**config.mk**
```make
export PLATFORM = sky130hd
export DESIGN_NAME = rcar_top
export DESIGN_NICKNAME = d
export VERILOG_FILES = /design/src/rtl/rcar_pkg.sv /design/src/rtl/rcar_top.sv
export SDC_FILE = /design/constraint.sdc
export NUM_CORES = 1
export LEC_CHECK = 0
export BUFFER_PORTS_ARGS = -buffer_cell sky130_fd_sc_hd__buf_2
export CAP_MARGIN = 20
export CELL_PAD_IN_SITES_DETAIL_PLACEMENT = 1
export CELL_PAD_IN_SITES_GLOBAL_PLACEMENT = 2
export CORE_ASPECT_RATIO = 0.7
export CORE_MARGIN = 1.5
export CORE_UTILIZATION = 39
export DETAILED_ROUTE_END_ITERATION = 12
export GPL_TIMING_DRIVEN = 0
export MAX_ROUTING_LAYER = met4
export PLACE_DENSITY = 0.9
export SYNTH_ARGS = -nofsm -noshare
export SYNTH_HDL_FRONTEND = slang
export SYNTH_SLANG_ARGS = --single-unit
```
**constraint.sdc**
```tcl
create_clock -name clock -period 5.1 [get_ports clock]
set_clock_uncertainty 0.05 [all_clocks]
set_input_delay 1.275 -clock clock [delete_from_list [all_inputs] [get_ports clock]]
set_output_delay 1.275 -clock clock [all_outputs]
set_load 0.05 [all_outputs]
```
**src/rtl/rcar_pkg.sv**
```systemverilog
// Package: register map, field layout and timing constants of the timer/alarm register block
package rcar_pkg;
  // Byte addresses (printed offsets are not all multiples of four, so index * 4)
  localparam logic [3:0] IDX_WIN0 = 4'h0;
  localparam logic [3:0] IDX_WIN1 = 4'h1;
  localparam logic [3:0] IDX_WIN2 = 4'h2;
  localparam logic [3:0] IDX_WIN3 = 4'h3;
  localparam logic [3:0] IDX_CTRL = 4'h4;
  localparam logic [3:0] IDX_IRQ_STATUS = 4'h5;
  localparam logic [3:0] IDX_OSC_CFG = 4'h6;
  localparam logic [3:0] IDX_IRQ_MASK = 4'h7;
  localparam logic [3:0] IDX_ALARM_VALUE_BYTE0 = 4'h8;
  localparam logic [3:0] IDX_ALARM_VALUE_BYTE1 = 4'h9;
  localparam logic [3:0] IDX_ALARM_VALUE_BYTE2 = 4'hA;
  localparam logic [3:0] IDX_ALARM_VALUE_BYTE3 = 4'hB;
  localparam int ADDR_W = 6;
  // Oscillator configuration fields
  localparam int OSC_STEP_EN_BIT = 7;
  localparam int OSC_READY_BIT = 6;
  localparam int OSC_TARGET_MSB = 3;
  localparam logic [3:0] OSC_TARGET_RST = 4'h8;
  localparam logic [3:0] OSC_APPLIED_RST = 4'h0;
  // Control register fields
  localparam int CTRL_SNAP_BIT = 0;
  localparam int CTRL_LOAD_BIT = 1;
  localparam int CTRL_ALARM_EN_BIT = 2;
  // Interrupt status / mask fields
  localparam int IRQ_ALARM_BIT = 0;
  localparam int IRQ_LOAD_DONE_BIT = 1;
  localparam int IRQ_SNAP_DONE_BIT = 2;
  localparam int IRQ_W = 3;
  localparam logic [IRQ_W-1:0] IRQ_MASK_RST = 3'h0;
  // Timing: timer tick and capacitance step period
  localparam int CLK_HZ = 40_000_000;
  localparam int TICK_HZ = 32_768;
  localparam int TICK_CYCLES = CLK_HZ / TICK_HZ;
  localparam int STEP_US = 100;
  localparam int STEP_CYCLES = (CLK_HZ / 1_000_000) * STEP_US;
  // AXI response codes
  localparam logic [1:0] RESP_OKAY = 2'h0;
  localparam logic [1:0] RESP_SLVERR = 2'h2;
  // Transfer sequencer states
  typedef enum logic [1:0] {
    XFER_IDLE = 2'b00,
    XFER_LOAD = 2'b01,
    XFER_SNAP = 2'b11
  } rcar_xfer_e;
endpackage

```
**src/rtl/rcar_top.sv**
```systemverilog
// Timer capture window, alarm compare and load-capacitance stepping behind AXI4-Lite
// Functional notes
// Step-enable bit makes capacitance walk toward target
// Ready flag high when applied equals target
// Oscillator config bits 5:4 read zero
// Bits 3:0 hold target capacitance, reset varies; here reset loads 8
// Four window bytes form 32-bit timer window
// Load or snapshot only when go bits written
// Window little-endian, byte 0 holds bits 7:0
// Four alarm bytes hold 32-bit compare value
// Alarm value little-endian, byte 0 lowest
// Software disables alarm before changing alarm bytes
// Load go bit self-clears when load completes
// Snapshot go bit self-clears when copy completes
// Enabled alarm flags when timer equals alarm
//
// The AXI4-Lite slave port was left to the implementer.
`timescale 1ns/1ps
module rcar_top import rcar_pkg::*; (
  input wire logic clock,
  input wire logic rst_n,
  input wire logic [ADDR_W-1:0] s_axi_awaddr,
  input wire logic s_axi_awvalid,
  output logic s_axi_awready,
  input wire logic [31:0] s_axi_wdata,
  input wire logic [3:0] s_axi_wstrb,
  input wire logic s_axi_wvalid,
  output logic s_axi_wready,
  output logic [1:0] s_axi_bresp,
  output logic s_axi_bvalid,
  input wire logic s_axi_bready,
  input wire logic [ADDR_W-1:0] s_axi_araddr,
  input wire logic s_axi_arvalid,
  output logic s_axi_arready,
  output logic [31:0] s_axi_rdata,
  output logic [1:0] s_axi_rresp,
  output logic s_axi_rvalid,
  input wire logic s_axi_rready,
  output logic irq,
  output logic [3:0] load_cap_applied,
  output logic alarm_match
);

  // Register state
  logic [7:0] win [4]; // Capture window bytes, little-endian
  logic [7:0] alarm [4]; // Alarm compare bytes, little-endian
  logic auto_cap_step_en; // Capacitance stepping enable
  logic [3:0] load_cap_target; // Programmed load capacitance
  logic timer_load_go; // Load request, self-clearing
  logic timer_snapshot_go; // Snapshot request, self-clearing
  logic alarm_enable_bit; // Alarm compare enable
  logic [IRQ_W-1:0] irq_status; // Sticky event bits
  logic [IRQ_W-1:0] irq_mask; // Event enables
  logic [31:0] timer; // Free-running timer
  logic [15:0] tick_cnt; // Timer tick divider
  logic [15:0] step_cnt; // Capacitance step divider
  rcar_xfer_e xfer; // Transfer sequencer
  logic [IRQ_W-1:0] evt; // Event pulses this cycle
  // Write channel holding
  logic aw_held;
  logic w_held;
  logic [ADDR_W-1:0] aw_addr;
  logic [31:0] w_data;
  logic [3:0] w_strb;
  logic wr_fire; // Both halves present, response slot free
  logic [3:0] wr_idx;
  logic wr_ok;
  logic rd_fire;
  logic [3:0] rd_idx;
  logic [31:0] rd_val;
  logic rd_ok;
  logic status_read; // Read of status clears it
  logic tick; // One-cycle timer tick
  logic step; // One-cycle step enable
  logic [31:0] win_word;
  logic [31:0] alarm_word;
  assign win_word = {win[3], win[2], win[1], win[0]};
  assign alarm_word = {alarm[3], alarm[2], alarm[1], alarm[0]};
  assign wr_fire = aw_held && w_held && !s_axi_bvalid;
  assign wr_idx = aw_addr[5:2];
  assign wr_ok = (aw_addr[1:0] == 2'h0) && (wr_idx <= IDX_ALARM_VALUE_BYTE3);
  assign rd_fire = s_axi_arvalid && s_axi_arready;
  assign rd_idx = s_axi_araddr[5:2];
  assign rd_ok = (s_axi_araddr[1:0] == 2'h0) && (rd_idx <= IDX_ALARM_VALUE_BYTE3);
  assign status_read = rd_fire && rd_ok && (rd_idx == IDX_IRQ_STATUS);
  // Address channel: accept when no address is held
  always_ff @(posedge clock) begin
    if (!rst_n) begin
      aw_held <= 1'b0;
      aw_addr <= '0;
      s_axi_awready <= 1'b0;
    end else begin
      if (wr_fire) begin
        aw_held <= 1'b0;
      end else if (s_axi_awvalid && s_axi_awready) begin
        aw_held <= 1'b1;
        aw_addr <= s_axi_awaddr;
      end
      // Ready registered, low while one is held
      s_axi_awready <= !aw_held && !(s_axi_awvalid && s_axi_awready) && !wr_fire;
    end
  end

  // Data channel: taken independently of address
  always_ff @(posedge clock) begin
    if (!rst_n) begin
      w_held <= 1'b0;
      w_data <= '0;
      w_strb <= '0;
      s_axi_wready <= 1'b0;
    end else begin
      if (wr_fire) begin
        w_held <= 1'b0;
      end else if (s_axi_wvalid && s_axi_wready) begin
        w_held <= 1'b1;
        w_data <= s_axi_wdata;
        w_strb <= s_axi_wstrb;
      end
      s_axi_wready <= !w_held && !(s_axi_wvalid && s_axi_wready) && !wr_fire;
    end
  end

  // Write response
  always_ff @(posedge clock) begin
    if (!rst_n) begin
      s_axi_bvalid <= 1'b0;
      s_axi_bresp <= RESP_OKAY;
    end else if (wr_fire) begin
      s_axi_bvalid <= 1'b1;
      s_axi_bresp <= wr_ok ? RESP_OKAY : RESP_SLVERR;
    end else if (s_axi_bready) begin
      s_axi_bvalid <= 1'b0;
    end
  end

  // Read address ready: one read outstanding
  always_ff @(posedge clock) begin
    if (!rst_n) begin
      s_axi_arready <= 1'b0;
    end else begin
      s_axi_arready <= !s_axi_arready && !s_axi_rvalid && s_axi_arvalid;
    end
  end

  // Read data mux; narrow registers sit in low bits
  always_comb begin
    rd_val = 32'h0000_0000;
    case (rd_idx)
      IDX_WIN0: rd_val = {24'h0, win[0]};
      IDX_WIN1: rd_val = {24'h0, win[1]};
      IDX_WIN2: rd_val = {24'h0, win[2]};
      IDX_WIN3: rd_val = {24'h0, win[3]};
      IDX_CTRL: rd_val = {29'h0, alarm_enable_bit, timer_load_go, timer_snapshot_go};
      IDX_IRQ_STATUS: rd_val = {29'h0, irq_status};
      IDX_OSC_CFG: rd_val = {24'h0, auto_cap_step_en, (load_cap_applied == load_cap_target), 2'b00,
        load_cap_target};
      IDX_IRQ_MASK: rd_val = {29'h0, irq_mask};
      IDX_ALARM_VALUE_BYTE0: rd_val = {24'h0, alarm[0]};
      IDX_ALARM_VALUE_BYTE1: rd_val = {24'h0, alarm[1]};
      IDX_ALARM_VALUE_BYTE2: rd_val = {24'h0, alarm[2]};
      IDX_ALARM_VALUE_BYTE3: rd_val = {24'h0, alarm[3]};
      default: rd_val = 32'h0000_0000;
    endcase
  end

  // Read response
  always_ff @(posedge clock) begin
    if (!rst_n) begin
      s_axi_rvalid <= 1'b0;
      s_axi_rdata <= 32'h0000_0000;
      s_axi_rresp <= RESP_OKAY;
    end else if (rd_fire) begin
      s_axi_rvalid <= 1'b1;
      s_axi_rdata <= rd_ok ? rd_val : 32'h0000_0000;
      s_axi_rresp <= rd_ok ? RESP_OKAY : RESP_SLVERR;
    end else if (s_axi_rready) begin
      s_axi_rvalid <= 1'b0;
    end
  end

  // Window bytes: software writes, snapshot overwrites all four
  always_ff @(posedge clock) begin
    if (!rst_n) begin
      win <= '{default: 8'h00};
    end else if (xfer == XFER_SNAP) begin
      for (int i = 0; i < 4; i++) begin
        win[i] <= timer[8*i +: 8];
      end
    end else if (wr_fire && wr_ok && w_strb[0] && (wr_idx <= IDX_WIN3)) begin
      win[wr_idx[1:0]] <= w_data[7:0];
    end
  end

  // Alarm bytes; software is expected to disable the alarm first
  always_ff @(posedge clock) begin
    if (!rst_n) begin
      alarm <= '{default: 8'h00};
    end else if (wr_fire && wr_ok && w_strb[0] && (wr_idx >= IDX_ALARM_VALUE_BYTE0)) begin
      alarm[wr_idx[1:0]] <= w_data[7:0];
    end
  end

  // Oscillator configuration: only bits 7 and 3:0 are stored
  always_ff @(posedge clock) begin
    if (!rst_n) begin
      auto_cap_step_en <= 1'b0;
      load_cap_target <= OSC_TARGET_RST;
    end else if (wr_fire && wr_ok && w_strb[0] && (wr_idx == IDX_OSC_CFG)) begin
      auto_cap_step_en <= w_data[OSC_STEP_EN_BIT];
      load_cap_target <= w_data[OSC_TARGET_MSB:0];
    end
  end

  // Control bits; go bits cleared by hardware when the transfer ends
  always_ff @(posedge clock) begin
    if (!rst_n) begin
      timer_load_go <= 1'b0;
      timer_snapshot_go <= 1'b0;
      alarm_enable_bit <= 1'b0;
    end else begin
      if (wr_fire && wr_ok && w_strb[0] && (wr_idx == IDX_CTRL)) begin
        alarm_enable_bit <= w_data[CTRL_ALARM_EN_BIT];
        // Writing 0 does not cancel a pending request
        if (w_data[CTRL_LOAD_BIT]) begin
          timer_load_go <= 1'b1;
        end
        if (w_data[CTRL_SNAP_BIT]) begin
          timer_snapshot_go <= 1'b1;
        end
      end
      if (xfer == XFER_LOAD) begin
        timer_load_go <= 1'b0;
      end
      if (xfer == XFER_SNAP) begin
        timer_snapshot_go <= 1'b0;
      end
    end
  end

  // Sequencer: one transfer cycle per request, load before snapshot
  always_ff @(posedge clock) begin
    if (!rst_n) begin
      xfer <= XFER_IDLE;
    end else begin
      case (xfer)
        XFER_IDLE: begin
          if (timer_load_go) begin
            xfer <= XFER_LOAD;
          end else if (timer_snapshot_go) begin
            xfer <= XFER_SNAP;
          end
        end
        default: xfer <= XFER_IDLE;
      endcase
    end
  end

  // Timer: ticks at the divided rate, loaded from window on request
  always_ff @(posedge clock) begin
    if (!rst_n) begin
      tick_cnt <= '0;
      tick <= 1'b0;
      timer <= 32'h0000_0000;
    end else begin
      tick <= (tick_cnt == 16'(TICK_CYCLES - 1));
      tick_cnt <= (tick_cnt == 16'(TICK_CYCLES - 1)) ? 16'h0000 : tick_cnt + 16'h0001;
      if (xfer == XFER_LOAD) begin
        timer <= win_word;
      end else if (tick) begin
        timer <= timer + 32'h0000_0001;
      end
    end
  end

  // Capacitance stepping: one step per period toward target
  always_ff @(posedge clock) begin
    if (!rst_n) begin
      step_cnt <= '0;
      step <= 1'b0;
      load_cap_applied <= OSC_APPLIED_RST;
    end else begin
      step <= (step_cnt == 16'(STEP_CYCLES - 1));
      step_cnt <= (step_cnt == 16'(STEP_CYCLES - 1)) ? 16'h0000 : step_cnt + 16'h0001;
      // Disabled stepping freezes the applied value
      if (step && auto_cap_step_en) begin
        if (load_cap_applied < load_cap_target) begin
          load_cap_applied <= load_cap_applied + 4'h1;
        end else if (load_cap_applied > load_cap_target) begin
          load_cap_applied <= load_cap_applied - 4'h1;
        end
      end
    end
  end

  // Event pulses
  always_comb begin
    evt = '0;
    evt[IRQ_ALARM_BIT] = alarm_enable_bit && (timer == alarm_word) && !alarm_match;
    evt[IRQ_LOAD_DONE_BIT] = (xfer == XFER_LOAD);
    evt[IRQ_SNAP_DONE_BIT] = (xfer == XFER_SNAP);
  end

  // Match level, so a long equal stretch flags once
  always_ff @(posedge clock) begin
    if (!rst_n) begin
      alarm_match <= 1'b0;
    end else begin
      alarm_match <= alarm_enable_bit && (timer == alarm_word);
    end
  end

  // Sticky status: set wins over read-clear
  always_ff @(posedge clock) begin
    if (!rst_n) begin
      irq_status <= '0;
    end else begin
      irq_status <= (status_read ? '0 : irq_status) | evt;
    end
  end

  // Mask register
  always_ff @(posedge clock) begin
    if (!rst_n) begin
      irq_mask <= IRQ_MASK_RST;
    end else if (wr_fire && wr_ok && w_strb[0] && (wr_idx == IDX_IRQ_MASK)) begin
      irq_mask <= w_data[IRQ_W-1:0];
    end
  end

  // Interrupt output registered
  always_ff @(posedge clock) begin
    if (!rst_n) begin
      irq <= 1'b0;
    end else begin
      irq <= |(((status_read ? '0 : irq_status) | evt) & irq_mask);
    end
  end

endmodule

```
==> results of run 1 <==
## flip-flops by register name (all words and copies together) (netlist names), 4 cells and up
signal            count
step_cnt             16
win                  32
tick_cnt             16
load_cap_applied      4
timer                32
alarm                32
s_axi_rdata           8
w_data                8
load_cap_target       4
aw_addr               6
## placed cells by master (no fill, tap or decap), drive strengths merged, types with 4 or more instances in the layout
cell    synthesis  layout
and4           10      10
clkinv          0       4
nor2b           8       8
a21oi          95      95
and2            4       4
nand4          37      37
nor3b           5       5
nor2          112     112
nand2b          6       6
nor3           11      11
a211oi         15      15
xnor2          52      52
clkbuf         51      69
dfxtp         184     184
nand3          31      31
conb            1      26
o21ai          82      82
ha              9       9
xor2           40      40
inv             8      12
a22oi           4       4
nor4            9       9
and3           19      19
a21o            4       4
mux4            7       7
nor4b           4       4
mux2            6       6
buf            47      93
nand2          68      68
mux2i          79      79
## final cells by class
type	count	area share (%)
inverters	8	0.286
clock buffers	18	4.19
plain buffers	98	4.66
clock inverters	14	1.62
repair buffers	46	2.19
multi-input cells	780	48.2
well taps	312	3.72
flip-flops and latches	184	35.1
## path summary, 6_finish.rpt
kind	end	from	slack [ns]	depth (start not counted)
max	win[1]	rst_n	1.84	5
min	s_axi_arready	s_axi_rvalid	0.40	1
max reg2reg	load_cap_applied[3]	load_cap_applied[1]	2.54	10
min reg2reg	s_axi_arready	s_axi_rvalid	0.40	1
## per-layer routing
layer  routed length (µm)  vias to the layer above  GRT usage, %  part of all wire [%]
met5                    0                        -             -                     0
met4                  365                        0          5.82                   1.1
met3                 2540                       19          6.68                   7.8
met2                13300                      252          38.7                    41
met1                16500                     4196          41.8                    51
li1                     -                     3828             -                     -
## per-stage QoR
step / hold WS [ns] / worst slack (ns) / total power [mW]
after global placement: 0.391 / 1.57 / 1.71
after global routing: 0.425 / 1.79 / 3.19
after floorplan: 0.376 / 2.35 / 1.65
after detailed placement: 0.394 / 1.45 / 1.71
after CTS: 0.404 / 1.93 / 3.11
final: 0.396 / 1.84 / 3.09
## where the power goes
| part | switching [mW] | internal, mW | total, mW | leakage, nW |
|---|---|---|---|---|
| Clock | 0.615 | 0.788 | 1.40 | 0.295 |
| Combinational | 0.164 | 0.0605 | 0.225 | 2.31 |
| Sequential | 0.0121 | 1.45 | 1.46 | 1.49 |
| Total | 0.792 | 2.30 | 3.09 | 4.09 |
## logic make-up after synthesis
kind of cell	after synthesis
buffers and inverters	106
adder cells (fa/ha/maj)	10
XOR/XNOR	92
AND/OR/NAND/NOR	332
AO/OA/AOI/OAI	228
other	1
multiplexers	92
flip-flops	184
==> metrics.md, run 1 <==
| Metric | Value |
|---|---|
| Status | `completed` |
| CP arrival | `3.58 ns` |
| Startpoint Class | `primary input` |
| Initial Utilization | `40.1%` |
| Hold Vio Cnt, Final | `0` |
| Final instance area | `10500 µm²` |
| Via density | `around 5.7` |
| CTS tree | `yes` |
| Post-Synth Simple-Gate Area | `18.7%` |
| FF/Latch Area | `3680 µm²` |
| Rows | `46` |
| Synthesized area | `9170 µm²` |
| Slowest stage delay, CP | `0.73 ns` |
| Tightest Pin Transition | `approximately 0.96 ns` |
| Final TNS setup | `0 ns` |
| Initial DRC count | `656` |
| Yosys reg bits | `between 150 and 200` |
| Die X | `~190 µm` |
| CTS Buffer Depth | `2` |
| Top cell type's share of synthesized area | `around two fifths` |
| CP Capture Type | `register` |
| Most common flop cell mapped by yosys | `dfxtp_1` |
| Area leader, netlist | `dfxtp_1` |
| FMAX | `306 MHz` |
| Pleak | `4.09 nW` |
| Die Footprint | `~24000 µm²` |
| Vias in the first global route | `8058` |
| Placed inst area | `9880 µm²` |
| # diodes | `0` |
| Crit-path slowest cell | `clkbuf_1` |
| Antenna violations before repair | `0` |
| HPWL Detailed | `between 20 and 25 mm` |
| Post-synth EDFFs | `0` |
| Clk sinks | `184` |
| Ranking of synthesized cells by area | `dfxtp_1 40%, mux2i_1 8.6%, a21oi_1 5.2%` |
| Cell count after placement | `1428` |
| Mux cell area share after synthesis | `11.1%` |
| Fin nets | `1200` |
| Layout cells sized above 1 | `12.4%` |
| Count leader, synth | `dfxtp_1` |
| First-pass GRT wire length | `roughly 50 mm` |
| List of most frequent post-synthesis cells | `184 x dfxtp_1, 112 x nor2_1, 95 x a21oi_1` |
| Residual DRC count | `0` |
| Routability cong. | `a little under 1` |
| Largest net degree at the start of global routing | `17` |
| Final Util | `45.9%` |
| Area delta synth->final | `14.4%` |
| WL/cell | `22.4 µm` |
| Port Buffers | `between 40 and 50` |
| Worst Path Class, Setup | `primary input to register` |
| Endpoints failing setup | `0` |
| Non-filler cells, final | `1460` |
| I/O Pins | `between 100 and 150` |
| Combinational family with the most area after synthesis | `simple AND/OR/NAND/NOR gates` |
| Post-CTS setup buffers | `0` |
| Xor-xnor portion of the synthesized cell area | `8.79%` |
| Clock Pin Slew Worst Setup and Hold Paths | `0.07 ns` |
| Crit path time final | `3.26 ns` |
| CP required | `5.42 ns` |
| Slew headroom | `35.9%` |
| Crit path buf inv count | `3` |
| Maxcap violations | `0` |
| Period utilization | `64.0%` |
| TritonCTS Buffers | `17` |
| Slew Viols, Final | `0` |
| RSZ-0062 raised after global routing | `false` |
| Avg Cell Area, Syn | `a little under 9 µm²` |
| Clock Latency Late Sink | `0.45 ns` |
| Crit path cell chain | `clkbuf_1 > clkbuf_1 > clkbuf_1 > o21ai_0 > a21oi_1` |
| Synthesized-area fraction occupied by adder cells | `1.45%` |
| Post-cts gate resize count | `0` |
| Most used cell, CP | `clkbuf_1` |
| Core ar. | `between 20000 and 25000 µm²` |
| Post-synth ARST share | `0%` |
| HP Class | `register to register` |
| # H-tree levels | `4` |
| Top cell family by delay on the critical path | `buffers and inverters` |
| Synth cell types | `60` |
| Global-route usage over all layers | `roughly 28%` |
| Fillers | `2746` |
| Area of the multi-input gates | `5060 µm²` |
| Power density cells | `between 200 and 300 nW/µm²` |
| Die boundary height | `131 µm` |
| DR vias | `8295` |
| Cts-stage hold buffer count | `0` |
| Critical path fanouts, max | `10` |
| Max VDD drop | `0.000172 V` |
| Root buffer cell | `clkbuf_16` |
| Total gr overflow | `0` |
| Total Routed Length | `32.7 mm` |
| Final ANT Viol Nets | `0` |
| Mapped Cells | `1045` |
| Sequential area share after synthesis | `40.2%` |
| Post-synthesis compound-gate area fraction | `14.2%` |
| First-pass iteration count of the detailed router | `4` |
| Synth Warn # | `0` |
Power figures use the tool's default switching activity.
==> run 2, diff against run 1 <==
--- a/config.mk
+++ b/config.mk
@@ -11,11 +11,11 @@
 export CELL_PAD_IN_SITES_GLOBAL_PLACEMENT = 2
 export CORE_ASPECT_RATIO = 0.7
 export CORE_MARGIN = 1.5
-export CORE_UTILIZATION = 39
+export CORE_UTILIZATION = 36
 export DETAILED_ROUTE_END_ITERATION = 12
 export GPL_TIMING_DRIVEN = 0
 export MAX_ROUTING_LAYER = met4
-export PLACE_DENSITY = 0.9
+export PLACE_DENSITY = 0.85
 export SYNTH_ARGS = -nofsm -noshare
 export SYNTH_HDL_FRONTEND = slang
 export SYNTH_SLANG_ARGS = --single-unit
==> constraint.sdc (replaced) <==
create_clock -name clock -period 3.01 [get_ports clock]
set_clock_uncertainty 0.05 [all_clocks]
set_input_delay 0.7525 -clock clock [delete_from_list [all_inputs] [get_ports clock]]
set_output_delay 0.7525 -clock clock [all_outputs]
set_load 0.05 [all_outputs]
==> metrics.md, run 2 (synthesized netlist as in run 1, its figures left out) <==
| Metric | Value |
|---|---|
| Status | `finished, violations left` |
| Failing checks | `DRC` |
| CP Capture Type | `register` |
| Tightest Pin Transition | `0.943 ns` |
| Cell count after placement | `1441` |
| Total gr overflow | `0` |
| Via density | `5.55` |
| Antenna violations before repair | `3` |
| HP Class | `register to register` |
| Worst Setup SP | `rst_n` |
| Slew headroom | `between 30 and 40%` |
| Final ANT Viol Nets | `0` |
| HPWL Detailed | `25.1 mm` |
| Total Routed Length | `32.9 mm` |
| CP required | `around 3.3 ns` |
| Overall power | `roughly 5.1 mW` |
| I/O Pins | `102` |
| Endpoints failing setup | `0` |
| Slew Viols, Final | `0` |
| Vias in the first global route | `7964` |
| Post-cts gate resize count | `0` |
| CP arrival | `2.99 ns` |
| CTS tree | `yes` |
| DR vias | `between 8000 and 9000` |
| Routability cong. | `0.954` |
| Pleak | `~4 nW` |
| Root buffer cell | `clkbuf_16` |
| First-pass GRT wire length | `50.0 mm` |
| Non-filler cells, final | `around 1500` |
| Hold Vio Cnt, Final | `0` |
| Post-CTS setup buffers | `0` |
| Global-route usage over all layers | `between 20% and 30%` |
| Area delta synth->final | `14.3%` |
| Fin nets | `1200` |
| Layout cells sized above 1 | `12.2%` |
| Cts-stage hold buffer count | `0` |
| Die Footprint | `26500 µm²` |
| R2R setup slack | `0.35 ns` |
| Power density cells | `488 nW/µm²` |
| Port Buffers | `46` |
| Residual DRC count | `6` |
| Regs by FF count | `alarm x32, timer x32, win x32` |
| RSZ-0062 raised after global routing | `false` |
| Clock Pin Slew Worst Setup and Hold Paths | `0.07 ns` |
| Period utilization | `between 80% and 90%` |
| Commonest cells after routing, fill and taps aside | `184 x dfxtp_1, 112 x nor2_1, 95 x a21oi_1` |
| FMAX | `376 MHz` |
| # H-tree levels | `4` |
| First-pass iteration count of the detailed router | `9` |
| Commonest non-fill, non-tap cell in the layout | `dfxtp_1` |
| CTS Buffer Depth | `2` |
| FF-to-FF Start | `load_cap_target[1]` |
| Clk sinks | `184` |
| Worst Path Class, Setup | `primary input to register` |
| Maxcap violations | `0` |
| TritonCTS Buffers | `17` |
| CP endpoint | `win[5]` |
| Core ar. | `24800 µm²` |
| Initial DRC count | `703` |
| Die X | `roughly 190 µm` |
| Crit path time final | `2.66 ns` |
| Worst R2R Path Depth | `11` |
| Startpoint Class | `primary input` |
| Clock Latency Late Sink | `0.45 ns` |
| WL/cell | `22.3 µm` |
| Largest net degree at the start of global routing | `17` |
| Rows | `48` |
| Final TNS setup | `0 ns` |
| Max VDD drop | `0.000386 V` |
| Worst reg2reg endpoint | `load_cap_applied[3]` |
| Min Hold Slack | `0.405 ns` |
| Critical path fanouts, max | `10` |
| Die boundary height | `137 µm` |
| Initial Utilization | `37.0%` |
==> run 2: cell types whose count changed in the layout (fill, tap and decap cells not counted), sizes merged <==
cell and delta:
inv -1, clkinv +2, clkinvlp -2, clkbuf +3, diode +1, bufinv -2
==> run 2: worst max-delay path, stage by stage <==
cell and delay, ns:
clkbuf_1 0.46, clkbuf_1 0.63, clkbuf_1 0.71, o21ai_0 0.25, a21oi_1 0.16
==> run 2: worst min-delay path by stage <==
| stage | startpoint | endpoint | slack, ns | cells after the start |
|---|---|---|---|---|
| final | s_axi_rdata[5] | s_axi_rdata[5] | 0.41 | 2 |
| after global routing | s_axi_rvalid | s_axi_arready | 0.44 | 1 |
| after CTS | s_axi_rvalid | s_axi_arready | 0.41 | 1 |
| after detailed placement | s_axi_rdata[5] | s_axi_rdata[5] | 0.40 | 2 |
| after global placement | s_axi_rvalid | s_axi_arready | 0.39 | 1 |
| after floorplan | tick_cnt[0] | tick_cnt[0] | 0.38 | 1 |
==> run 2: report_power, final <==
group          switching [mW]  leakage [nW]  internal [mW]
registers              0.0213          1.49           2.46
logic                   0.277          2.31          0.102
clock network            1.05         0.280           1.20
total                    1.35          4.07           3.76
==> run 2: layer usage <==
metal  track usage (%)  wire length (µm)  up-vias
met2              35.9             13100      260
met5                 -                 0        -
met3              6.26              2700       21
met4              6.04               395        0
li1                  -                 -     3834
met1              38.4             16700     4073
==> run 2: stage by stage <==
step	instance area, µm²	setup WS (ns)	util [%]
after global placement	9900	-0.0168	39.9
after floorplan	9260	0.261	-
after CTS	10500	0.342	42.2
after detailed placement	9900	-0.0784	39.9
after global routing	10500	0.181	42.2
final	10500	0.351	42.2
==> run 2: layout make-up <==
type / instances / area, µm²
Timing Repair Buffer: 46 / 230
Antenna cell: 1 / 2.50
Tap cell: 325 / 407
Buffer: 98 / 489
Clock buffer: 21 / 460
Fill cell: 2957 / 14300
Inverter: 8 / 30.0
Sequential cell: 184 / 3680
Clock inverter: 11 / 115
Multi-Input combinational cell: 780 / 5060
==> run 3, diff against run 2 <==
==> constraint.sdc (replaced) <==
create_clock -name clock -period 2.7 [get_ports clock]
set_clock_uncertainty 0.05 [all_clocks]
set_input_delay 0.675 -clock clock [delete_from_list [all_inputs] [get_ports clock]]
set_output_delay 0.675 -clock clock [all_outputs]
set_load 0.05 [all_outputs]
==> metrics.md, run 3 (synthesized netlist as in run 1, its figures left out) <==
| Metric | Value |
|---|---|
| Routability cong. | `roughly 0.95` |
| Initial Utilization | `37.0%` |
| Tightest Pin Transition | `0.955 ns` |
| Hold Vio Cnt, Final | `0` |
| Max VDD drop | `approximately 0.00044 V` |
| Worst R2R Path Depth | `11` |
| CP required | `3.02 ns` |
| Largest net degree at the start of global routing | `17` |
| Net Sw Power | `1.45 mW` |
| Final instance area | `10500 µm²` |
| Worst Path Class, Setup | `primary input to register` |
| Layout cells sized above 1 | `12.6%` |
| Pint | `4.39 mW` |
| Power share of the clock group | `45.4%` |
| Worst Setup SP | `rst_n` |
| Slew Viols, Final | `0` |
| Critical path fanouts, max | `10` |
| Reg power frac | `a little under half` |
| Dpl ws | `-0.263 ns` |
| CP arrival | `2.94 ns` |
| Die Footprint | `26500 µm²` |
| Commonest non-fill, non-tap cell in the layout | `dfxtp_1` |
| Placed inst area | `9900 µm²` |
| HP Class | `register to register` |
| Antenna violations before repair | `1` |
| Worst reg2reg endpoint | `load_cap_applied[3]` |
| Area delta synth->final | `14.9%` |
| Root buffer cell | `clkbuf_16` |
| CP endpoint | `win[1]` |
| FMAX | `between 300 and 400 MHz` |
| Power density cells | `553 nW/µm²` |
| Regs by FF count | `alarm x32, timer x32, win x32` |
| Fin nets | `between 1000 and 1500` |
| Rows | `48` |
| Overall power | `5.83 mW` |
| WL/cell | `22.3 µm` |
| Final WS setup | `between 0.07 and 0.08 ns` |
| # H-tree levels | `4` |
| Pleak | `just over 4 nW` |
| Commonest cells after routing, fill and taps aside | `182 x dfxtp_1, 112 x nor2_1, 95 x a21oi_1` |
| Slew headroom | `36.4%` |
| DR vias | `8151` |
| Crit path time final | `about 2.6 ns` |
| CTS Buffer Depth | `2` |
| Via density | `5.53` |
| I/O Pins | `roughly 100` |
| HPWL Detailed | `between 20 and 30 mm` |
| Maxcap violations | `0` |
| Startpoint Class | `primary input` |
| Clock Pin Slew Worst Setup and Hold Paths | `0.07 ns` |
| Min Hold Slack | `0.402 ns` |
| Vias in the first global route | `7915` |
| Final Util | `between 40% and 50%` |
| TritonCTS Buffers | `17` |
| Die X | `194 µm` |
| Clock Latency Late Sink | `0.44 ns` |
| Core ar. | `24800 µm²` |
| Failing checks | `DRC` |
| Final ANT Viol Nets | `0` |
| Status | `finished, violations left` |
| Endpoints failing setup | `0` |
| CP Capture Type | `register` |
| FF-to-FF Start | `load_cap_target[1]` |
| Period utilization | `97.2%` |
| Total gr overflow | `0` |
| Residual DRC count | `6` |
| Clk sinks | `roughly 180` |
| Initial DRC count | `585` |
| # diodes | `0` |
| R2R setup slack | `0.08 ns` |
| Combinational Power Share | `7.3%` |
| Cts-stage hold buffer count | `0` |
| Global-route usage over all layers | `26.0%` |
| First-pass iteration count of the detailed router | `9` |
| First-pass GRT wire length | `just under 50 mm` |
| Total Routed Length | `32.9 mm` |
| Switching share of total power | `24.8%` |
| Die boundary height | `approximately 140 µm` |
| Port Buffers | `46` |
| CTS tree | `yes` |
run 3: cell count changes in the layout (fill, tap and decap cells not counted), sizes merged:
cell,before,now
buf,93,96
bufinv,1,3
clkinv,6,4
diode,1,0
inv,11,10
run 3: power by group through the flow:
stage | Sequential, mW | Combinational, mW | Clock [mW]
after floorplan | 2.84 | 0.276 | 0
after global placement | 2.82 | 0.410 | 0
after detailed placement | 2.83 | 0.416 | 0
after CTS | 2.76 | 0.418 | 2.69
after global routing | 2.77 | 0.451 | 2.80
final | 2.76 | 0.424 | 2.65
run 3: critical path, cell delays in order:
cell and delay, ns:
clkbuf_1 0.46, clkbuf_1 0.62, clkbuf_1 0.77, o21ai_0 0.24
a21oi_1 0.17
run 3: final cells by class:
class                      instances  area (µm²)
tap                              325         407
multi-input combinational        780        5060
fill                            2975       14300
sequential                       184        3690
clock buffer                      21         470
inverter                           8        30.0
buffer                            98         489
clock inverter                    10         143
timing repair buffer              49         253
run 3: stage by stage:
step                TNS, ns  instances
floorplan                 0       1070
finish                    0       1475
global route        -0.0304       1475
global placement      -2.38       1441
CTS                       0       1472
detailed placement    -3.06       1441
run 3: layer usage:
metal  global-route usage [%]  part of all wire (%)  up-vias
met5                        -                     0        -
met4                     5.56                   1.2        0
met3                     8.28                   8.8       26
met2                     34.4                    39      255
met1                     37.7                    51     4032
li1                         -                     -     3838
run 3: worst min-delay path by stage:
stage	cells past startpoint	endpoint	startpoint
after global routing	3	w_strb[0]	s_axi_wstrb[0]
after detailed placement	1	s_axi_arready	s_axi_rvalid
after CTS	1	s_axi_arready	s_axi_rvalid
after floorplan	1	tick_cnt[0]	tick_cnt[0]
after global placement	2	s_axi_rdata[5]	s_axi_rdata[5]
final	1	s_axi_arready	s_axi_rvalid
run 3: what timing repair did:
action | in CTS | in global routing
resized for setup | 0 | 1
hold endpoints to repair | 0 | 0
buffers inserted | 0 | 3
endpoints found under the setup margin | 0 | 1
